### config.mk
export PLATFORM = sky130hd
export DESIGN_NAME = dpo_bank
export DESIGN_NICKNAME = d
export VERILOG_FILES = /design/src/logic/dpo_pkg.sv /design/src/logic/dpo_bank.sv /design/src/logic/dpo_id_loader.sv /design/src/logic/dpo_rate_tick.sv
export VERILOG_INCLUDE_DIRS = /design/src /design/src/logic
export SDC_FILE = /design/constraint.sdc
export NUM_CORES = 1
export LEC_CHECK = 0
export BUFFER_PORTS_ARGS = -buffer_cell sky130_fd_sc_hd__buf_4
export CORE_ASPECT_RATIO = 1.75
export CORE_MARGIN = 8
export CORE_UTILIZATION = 23
export CTS_CLUSTER_SIZE = 16
export DETAILED_ROUTE_END_ITERATION = 12
export SYNTH_ARGS = -nofsm -noshare
export SYNTH_HDL_FRONTEND = slang
export SYNTH_SLANG_ARGS = --single-unit
### constraint.sdc
create_clock -name pclk -period 4 [get_ports pclk]
set_input_delay 0.2 -clock pclk [delete_from_list [all_inputs] [get_ports pclk]]
set_output_delay 0.2 -clock pclk [all_outputs]
set_load 0.1 [all_outputs]
### src/logic/dpo_map.svh
// register map, field positions, reset values and timing for the chain port debug bank
// assumes byte-wide registers held in the low bits of a 32-bit APB word
`ifndef DPO_MAP_SVH
`define DPO_MAP_SVH
// printed offsets are not all multiples of four: they are indices, byte address = 4 * index
`define DPO_IDX_DIE_ID 16'h2129
`define DPO_IDX_UNLOCK 16'h2200
`define DPO_IDX_CTRL 16'h2201
`define DPO_IDX_STAT 16'h2300
`define DPO_ADDR_W 18
`define DPO_ADDR_DIE_ID 18'h084A4
`define DPO_ADDR_UNLOCK 18'h08800
`define DPO_ADDR_CTRL 18'h08804
`define DPO_ADDR_STAT 18'h08C00
// unlock key value, arbitrary
`define DPO_UNLOCK_CODE 8'hA5
// control fields
`define DPO_CTRL_DAISY 0
`define DPO_CTRL_UART 1
`define DPO_CTRL_BAUD 2
`define DPO_CTRL_PORT_LSB 3
`define DPO_CTRL_PORT_MSB 6
`define DPO_CTRL_RESET 8'h78
`define DPO_CTRL_MASK 8'h7F
// status fields
`define DPO_STAT_HW_BIT 4
`define DPO_PORTS_HW_RESET 4'h3
`define DPO_ID_RESET 8'h00
`define DPO_UNLOCK_RESET 8'h00
`define DPO_BYTE_ZERO 24'h000000
// fixed forced host rate and its bit period in cycles at 50 MHz
`define DPO_CLK_HZ 50000000
`define DPO_FORCED_BAUD 250000
`define DPO_FORCED_DIV (`DPO_CLK_HZ / `DPO_FORCED_BAUD)
`endif

### src/logic/dpo_pkg.sv
// types shared by the chain port debug bank
// assumes dpo_map.svh for all numbers
package dpo_pkg;
  // order of port enables: low tx, low rx, high tx, high rx (msb first)
  typedef logic [3:0] dpo_ports_t;
  typedef enum logic [1:0] {
    DPO_RATE_NORMAL = 2'b01,
    DPO_RATE_FORCED = 2'b10
  } dpo_rate_t;
endpackage

### src/logic/dpo_bank.sv
// chain port debug register bank on APB: die id, unlock key, override control, status
// assumes a single 50 MHz clock; port hardware requests arrive synchronous to it
//
// Function
// [RULE_01] die id reads zero after reset, then the factory stored byte; read-only
// [RULE_02] overrides act only with the unlock key written; any other value cancels them
// [RULE_03] control bits 6..3 enable low tx, low rx, high tx, high rx; reset 1
// [RULE_04] manual daisy bit 0 selects control bits over hardware for port enables
// [RULE_05] baud force bit switches host uart to the fixed 250 kb/s rate
// [RULE_06] user uart bit 1 gates the baud force bit
// [RULE_07] status bit 4 reads 0 under manual override, 1 under hardware control
// [RULE_08] status bits 3..0 show live port enables; reset 0,0,1,1
// [RULE_09] writes to read-only registers are ignored; reserved bits read zero
//
// Added by the designer: the APB register port.
`timescale 1ns/10ps
`default_nettype none
`include "dpo_map.svh"
module dpo_bank
  import dpo_pkg::*;
(
  // clock and reset
  input wire logic pclk,
  input wire logic presetn,
  // apb slave
  input wire logic psel,
  input wire logic penable,
  input wire logic pwrite,
  input wire logic [31:0] paddr,
  input wire logic [31:0] pwdata,
  input wire logic [3:0] pstrb,
  output logic [31:0] prdata,
  output logic pready,
  output logic pslverr,
  // factory store
  input wire logic nvm_valid,
  input wire logic [7:0] nvm_data,
  // hardware port requests, msb low tx .. lsb high rx
  input wire logic [3:0] hw_port_enable,
  // normal host uart divisor
  input wire logic [15:0] host_baud_div,
  // port enables to the chain front ends
  output logic low_side_transmit_enable,
  output logic low_side_receive_enable,
  output logic high_side_transmit_enable,
  output logic high_side_receive_enable,
  // host uart rate
  output logic host_baud_force,
  output logic host_bit_tick
);
  typedef struct packed {
    logic [7:0] key;
    logic [7:0] ctrl;
    dpo_ports_t ports;
    logic force_baud;
    logic [31:0] rdata;
  } dpo_bank_state_t;
  dpo_bank_state_t state, next_state;

  logic [7:0] id_byte;
  logic unlocked;
  logic manual;
  logic [7:0] stat_byte;
  logic access;
  logic [`DPO_ADDR_W-1:0] addr;
  logic hit;
  dpo_rate_t rate_sel;

  // die id capture from the factory store
  dpo_id_loader u_id (
    .pclk(pclk),
    .presetn(presetn),
    .nvm_valid(nvm_valid),
    .nvm_data(nvm_data),
    .id_byte(id_byte)
  );

  // host bit-rate enable follows the effective force setting
  assign rate_sel = state.force_baud ? DPO_RATE_FORCED : DPO_RATE_NORMAL;
  dpo_rate_tick u_tick (
    .pclk(pclk),
    .presetn(presetn),
    .rate_sel(rate_sel),
    .normal_div(host_baud_div),
    .bit_tick(host_bit_tick)
  );

  // effective override state
  assign unlocked = (state.key == `DPO_UNLOCK_CODE); // [RULE_02]
  assign manual = unlocked && state.ctrl[`DPO_CTRL_DAISY]; // [RULE_04]
  // status shows the enables actually driven, not the requested bits
  assign stat_byte = {3'b000, !manual, state.ports}; // [RULE_07] [RULE_08]

  // apb decode; upper address bits must be zero to hit
  assign access = psel && penable;
  assign addr = paddr[`DPO_ADDR_W-1:0];
  assign hit = (paddr[31:`DPO_ADDR_W] == '0) && (paddr[1:0] == 2'b00) &&
               (addr == `DPO_ADDR_DIE_ID || addr == `DPO_ADDR_UNLOCK ||
                addr == `DPO_ADDR_CTRL || addr == `DPO_ADDR_STAT);

  // register file and live port selection
  always_comb begin
    next_state = state;
    if (access && pwrite && hit && pstrb[0]) begin
      // die id and status are read-only, writes there fall through
      if (addr == `DPO_ADDR_UNLOCK) begin // [RULE_09]
        next_state.key = pwdata[7:0]; // [RULE_02]
      end else if (addr == `DPO_ADDR_CTRL) begin
        next_state.ctrl = pwdata[7:0] & `DPO_CTRL_MASK; // [RULE_03] [RULE_09]
      end
    end
    // read data captured in the setup cycle, so it already stands at the access edge
    // where the master takes it; unmapped reads give zero
    if (psel && !penable && !pwrite) begin
      next_state.rdata = 32'h00000000;
      if (addr == `DPO_ADDR_DIE_ID) begin
        next_state.rdata = {`DPO_BYTE_ZERO, id_byte}; // [RULE_01]
      end else if (addr == `DPO_ADDR_UNLOCK) begin
        next_state.rdata = {`DPO_BYTE_ZERO, state.key};
      end else if (addr == `DPO_ADDR_CTRL) begin
        next_state.rdata = {`DPO_BYTE_ZERO, state.ctrl};
      end else if (addr == `DPO_ADDR_STAT) begin
        next_state.rdata = {`DPO_BYTE_ZERO, stat_byte}; // [RULE_09]
      end
      if (!hit) begin
        next_state.rdata = 32'h00000000;
      end
    end
    // manual mode takes the control bits, else the hardware requests
    if (manual) begin
      next_state.ports = state.ctrl[`DPO_CTRL_PORT_MSB:`DPO_CTRL_PORT_LSB]; // [RULE_04]
    end else begin
      next_state.ports = hw_port_enable; // [RULE_04]
    end
    // baud force only when unlocked and gated by the user uart bit
    next_state.force_baud = unlocked && state.ctrl[`DPO_CTRL_UART] &&
                            state.ctrl[`DPO_CTRL_BAUD]; // [RULE_05] [RULE_06]
  end

  // state register; port reset matches the status reset pattern
  always_ff @(posedge pclk or negedge presetn) begin
    if (!presetn) begin
      state <= '{key: `DPO_UNLOCK_RESET, ctrl: `DPO_CTRL_RESET,
                 ports: `DPO_PORTS_HW_RESET, force_baud: 1'b0,
                 rdata: 32'h00000000}; // [RULE_03] [RULE_08]
    end else begin
      state <= next_state;
    end
  end

  // zero wait state slave; unmapped addresses answer with an error
  assign pready = 1'b1;
  assign pslverr = access && !hit;
  assign prdata = state.rdata;

  // port outputs come straight from flops
  assign low_side_transmit_enable = state.ports[3];
  assign low_side_receive_enable = state.ports[2];
  assign high_side_transmit_enable = state.ports[1];
  assign high_side_receive_enable = state.ports[0];
  assign host_baud_force = state.force_baud;
endmodule
`default_nettype wire

### src/logic/dpo_id_loader.sv
// captures the die identity byte once the factory store reports a good load
// assumes nvm_valid is a level that rises after reset and nvm_data is stable with it
`timescale 1ns/10ps
`default_nettype none
`include "dpo_map.svh"
module dpo_id_loader
  import dpo_pkg::*;
(
  // clock and reset
  input wire logic pclk,
  input wire logic presetn,
  // factory store
  input wire logic nvm_valid,
  input wire logic [7:0] nvm_data,
  // captured byte
  output logic [7:0] id_byte
);
  typedef struct packed {
    logic [7:0] id;
    logic loaded;
  } dpo_idl_state_t;
  dpo_idl_state_t state, next_state;

  // take the byte only once, a later glitch on the store cannot change it
  always_comb begin
    next_state = state;
    if (nvm_valid && !state.loaded) begin
      next_state.id = nvm_data; // [RULE_01]
      next_state.loaded = 1'b1;
    end
  end

  // zero until the load succeeds
  always_ff @(posedge pclk or negedge presetn) begin
    if (!presetn) begin
      state <= '{id: `DPO_ID_RESET, loaded: 1'b0}; // [RULE_01]
    end else begin
      state <= next_state;
    end
  end

  assign id_byte = state.id;
endmodule
`default_nettype wire

### src/logic/dpo_rate_tick.sv
// bit-rate enable for the host uart: normal divider or the fixed forced rate
// assumes the normal divisor is static while enabled
`timescale 1ns/10ps
`default_nettype none
`include "dpo_map.svh"
module dpo_rate_tick
  import dpo_pkg::*;
(
  // clock and reset
  input wire logic pclk,
  input wire logic presetn,
  // rate selection
  input wire dpo_rate_t rate_sel,
  input wire logic [15:0] normal_div,
  // one-cycle bit enable
  output logic bit_tick
);
  localparam logic [15:0] FORCED_DIV = 16'(`DPO_FORCED_DIV);
  typedef struct packed {
    logic [15:0] count;
    logic tick;
  } dpo_tick_state_t;
  dpo_tick_state_t state, next_state;
  logic [15:0] div;

  // a zero normal divisor is clamped to one so the tick never stalls
  always_comb begin
    div = (rate_sel == DPO_RATE_FORCED) ? FORCED_DIV : normal_div; // [RULE_05]
    if (div == 16'h0000) begin
      div = 16'h0001;
    end
    next_state.tick = 1'b0;
    next_state.count = state.count + 16'h0001;
    if (state.count + 16'h0001 >= div) begin
      next_state.count = 16'h0000;
      next_state.tick = 1'b1;
    end
  end

  // counter register
  always_ff @(posedge pclk or negedge presetn) begin
    if (!presetn) begin
      state <= '{count: 16'h0000, tick: 1'b0};
    end else begin
      state <= next_state;
    end
  end

  assign bit_tick = state.tick;
endmodule
`default_nettype wire

; ---- Word-level counts from Yosys, hierarchy flattened
; Cells that the tools add are included.
[word_totals]
elab_cells = 54
out_inout_bits = 40
regBits = 78
inputBits = 102
[classes]
bitwise = 1
reduce_logical = 26
n_addsub = 1
magnitude_cmp = 1
n_eq_ne = 6
mux = 10
[ops]
columns = operator, n
row1 = $eq A18 B16 Y1 const B, 4
row2 = $mux W16, 2
row3 = $mux W32, 1
row4 = $mux W17, 1
row5 = $add A16 B1 Y16 const B, 1
row6 = $ge A16 B16 Y1, 1
row7 = $logic_not A16 Y1, 1
row8 = $mux W8, 2
row9 = $logic_not A14 Y1, 1
row10 = $logic_and A1 B1 Y1, 13
row11 = $eq A8 B8 Y1 const B, 1
row12 = $mux W7, 1
row13 = $logic_not A1 Y1, 5
row14 = $mux W5, 1
row15 = $mux W4, 1
row16 = $logic_or A1 B1 Y1, 3
row17 = $reduce_and A3 Y1, 1
row18 = $eq A2 B2 Y1 const B, 1
row19 = $logic_not A2 Y1, 1
row20 = $mux W2, 1
row21 = $reduce_and A2 Y1, 1
row22 = $not A1 Y1, 1

; ---- Depth between registers and ports, before layout
[depth]
word_depth = 8
ltp_mapped = 12

; ---- Cells and area by module
; Synthesis repeated with hierarchy kept, for this count alone.
[hier_totals]
hier_cells = 332
area_unflattened_um2 = 3439.5
[by_module_without_submodules]
columns = module, cells_per_inst, area_per_inst_um2, n_inst, seq_area_each_um2
row1 = dpo_bank, 166, 1742.9, 1, 708.2
row2 = dpo_rate_tick, 138, 1260.0, 1, 425.4
row3 = dpo_id_loader, 28, 436.7, 1, 225.2

; ---- Worst setup path before layout
; Ideal clock, no wire load.
[synth_path]
kind = register to register
from = reg state (netlist bit host_baud_force)
to = reg u_tick.state[1] (netlist bit)
path_buffers = 2
arrival_ps = 2743
stages_incl_launch_ff = 10
period_less_slack_ps = 2820
setup_slack_ps = 1180
required_ps = 3922
cell_sequence = dfrtp_1 > clkbuf_1 > nand2b_1 > ha_1 > a21oi_1 > o21ai_1 > a2111oi_0 > o21ai_1 > clkbuf_1 > a21oi_1
[synth_lines]
columns = item, line
row1 = from (decl), dpo_bank.sv:58  ; dpo_bank_state_t state, next_state;
row2 = from (signal assigned), dpo_bank.sv:143  ; state <= '{key: `DPO_UNLOCK_RESET, ctrl: `DPO_CTRL_RESET,
row3 = from (signal assigned), dpo_bank.sv:147  ; state <= next_state;
row4 = to (signal assigned), dpo_rate_tick.sv:43  ; state <= '{count: 16'h0000, tick: 1'b0};
row5 = to (signal assigned), dpo_rate_tick.sv:45  ; state <= next_state;
row6 = to (decl), dpo_rate_tick.sv:23  ; dpo_tick_state_t state, next_state;

==> run metrics <==
routed len/inst=15.44 um; diode count=0; grt total ovfl=0; FP Rows=58; Cell Chain, Critical Path=nand4_1, nor4_1, and3_1, xor2_1, ha_1, a21oi_1, o21ai_1, a2111oi_0, o21ai_1, and2_1; number of global-route vias before repair=2970; RSZ-0062 raised after global routing=no; Pins Over Slew Limit=0; switching share of power=32.61%; final cell count without fillers=586; leakage power=1.944 nW; Clk network pwr share=32.7%; Initial Util=23.36%; final wirelength=9050 um; nets=524; Vias=2654; internal cell power=1.018 mW; register area share after synthesis=40.89%; clk_lat worst skew=0.29 ns; Setup Fix Bufs, Post-CTS=0; aggregate global-route resource usage=9.599%; Vias/cell=4.529; Layout area overhead=26.54%; Min Clock Period, post-route=3.318 ns; Pre-antenna DRT Iters=4; share of layout cells above drive strength 1=30.05%; Yosys cell types=50; CP Data Required Time=4.18 ns; period utilization=82.96%; CTS Buf Count=5; CP startpoint kind=flop; initial antenna violation count=0; most common cell after layout, fill and taps aside=buf_4; CTS tree=yes; main flop type after synthesis=dfrtp_1; commonest cells after routing, fill and taps aside=90 x buf_4, 48 x dfrtp_1, 25 x conb_1, 23 x nand2_1, 17 x ha_1; Util after Layout=29.57%; Seq pwr share=41.6%; worst path bufs/invs=0; Post-synth EDFFs=0; slew margin rel.=18.95%; clock slew at reported path FFs=0.07 ns; Max Fanout on Critical Path=17; Pwr per Cell Area=359.4 nW/um2; routability cong.=0.8759; first-pass GRT wire length=14460 um; Worst IR Drop VDD=0.2255 mV; H-tree lvl count=2; Async SR Flop Fraction=100.0%; detailed placement HPWL=7584 um; Ys Warns=0; Post-Place Cells=577; flops & latches, synth=54; setup tns final=0 ns; syn_area_per_cell=10.23 um2; DRC viols=0; Die Width=106.9 um; crit path capture type=flop; Routed Antenna Nets=0; Hold Slack=0.1112 ns; clk buf depth=2; drt initial violations=76; Worst Skew=0.007684 ns; # IOs=142; Final Hold Fails=0; chip height=175.0 um; Worst EP arrival=3.50 ns; Comb pwr share=25.7%; critical path class=flop to flop; Final setup violation count=0; sw power=0.4929 mW; largest net degree at the start of global routing=55; CP max stage delay=0.48 ns; Fmax achieved=301.4 MHz; die area=18700 um2; status=complete, no violations; Synth Cell Area=3323 um2; root buffer cell=clkbuf_16; Crit-path slowest cell=o21ai_1; max-cap violation count=0; CTS Sinks=54; cell count after synthesis=325; IO buf count=89; cell repeated most along the worst path=o21ai_1; Worst Tran Pin Value=1.208 ns; HP Class=input pin to flop; CP delay by family, top=simple AND/OR/NAND/NOR gates; core footprint=14220 um2
==> registers in the layout, summed over array words and instances, names as in the netlist, 8 cells and up <==
name and count:
state 15, u_tick.state 16, prdata 8, u_id.id_byte 8
==> final timing paths <==
kind | start | to | slack [ns] | cells after the start
setup reg to reg | u_tick.state[3]$_DFF_PN0_ | u_tick.bit_tick$_DFF_PN0_ | 0.68 | 10
max in group asynchronous | presetn | u_id.id_byte[6]$_DFFE_PN0P_ | 3.02 | 2
min in group asynchronous | presetn | u_tick.bit_tick$_DFF_PN0_ | 0.51 | 2
setup / recovery | u_tick.state[3]$_DFF_PN0_ | u_tick.bit_tick$_DFF_PN0_ | 0.68 | 10
hold / removal | nvm_valid | u_id.state[0]$_DFFE_PN0P_ | 0.11 | 2
hold reg to reg | u_id.state[0]$_DFFE_PN0P_ | u_id.state[0]$_DFFE_PN0P_ | 0.47 | 1
==> stage by stage <==
| stage | worst slack [ns] | instance area (um2) | power [mW] |
|---|---|---|---|
| after floorplan | 1.180 | 3410 | 0.9218 |
| after global placement | 0.6965 | 4026 | 1.018 |
| after CTS | 0.6658 | 4205 | 1.536 |
| final | 0.6817 | 4205 | 1.511 |
| after global routing | 0.1889 | 4205 | 1.595 |
| after detailed placement | 0.6722 | 4026 | 1.029 |
==> power groups by stage <==
stage | Combinational (mW) | Sequential [mW] | Clock, mW
after floorplan | 0.277 | 0.645 | 0
final | 0.389 | 0.628 | 0.494
after global routing | 0.426 | 0.634 | 0.535
after CTS | 0.394 | 0.628 | 0.515
after detailed placement | 0.391 | 0.638 | 0
after global placement | 0.383 | 0.635 | 0
==> metal layers <==
layer	vias up	track usage (%)	share of wire (%)
met3	11	2.324	6.0
li1	1279	-	-
met1	1264	9.942	38
met5	-	0	0
met2	100	18.09	54
met4	0	3.068	1.8
==> timing repair <==
| action | 4_1_cts | 5_1_grt |
|---|---|---|
| endpoints found under the hold margin | 48 | 0 |
| gates resized for setup | 0 | 0 |
| hold buffers | 1 | 0 |
==> area by class of cell <==
type                    instances  area (um2)
clock buffers                   5       125.1
multi-input cells             250        1755
well taps                     180       225.2
inverters                       3       11.26
repair buffers                 91       685.7
clock inverters                 3       43.79
flip-flops and latches         54        1359
fillers                      1555       10020
==> Yosys cell counts (2+ instances only) <==
cell type  number  area [um2]
dfrtp_1        48        1201
buf_4          34       255.2
nand2_1        23       86.33
ha_1           17       212.7
a21boi_1       15       112.6
mux2_1         15       168.9
nand2b_1       15       93.84
o21ai_1        14       70.07
nor2_1         13       48.80
a21oi_1        12       60.06
mux2_2         12       135.1
nor4_1         10       62.56
nand3_1         9       45.04
a22oi_1         8       60.06
xnor2_1         8       70.07
nand4_1         7       43.79
dfstp_2         6       157.7
xor2_1          6       52.55
clkbuf_1        5       18.77
o21ai_0         4       20.02
and4_1          3       26.28
inv_1           3       11.26
nor2b_1         3       18.77
a22o_1          2       17.52
and3_1          2       12.51
buf_2           2       10.01
conb_1          2       7.510
mux2i_1         2       20.02
nor3_1          2       10.01
nor4_2          2       25.02
nor4b_1         2       17.52
==> worst register-to-register path, cell delays in order (launching register included) <==
cell and delay [ns]:
dfrtp_1 0.44, nand4_1 0.19, nor4_1 0.46, and3_1 0.23, xor2_1 0.20, ha_1 0.29
a21oi_1 0.15, o21ai_1 0.10, a2111oi_0 0.32, o21ai_1 0.48, and2_1 0.34
==> cells by family (layout without fill, tap and decap cells) <==
| group | Yosys count | after routing | share of synthesized area [%] |
|---|---|---|---|
| compound gates | 65 | 65 | 13.22 |
| xor+xnor | 14 | 14 | 3.690 |
| fa+ha+maj | 17 | 17 | 6.400 |
| buf+inv | 44 | 102 | 8.885 |
| flops | 54 | 54 | 40.89 |
| mux | 29 | 29 | 9.751 |
| other cells | 2 | 25 | 0.2260 |
| simple gates | 100 | 100 | 16.94 |
No activity file was read; power rests on OpenSTA's default activity.
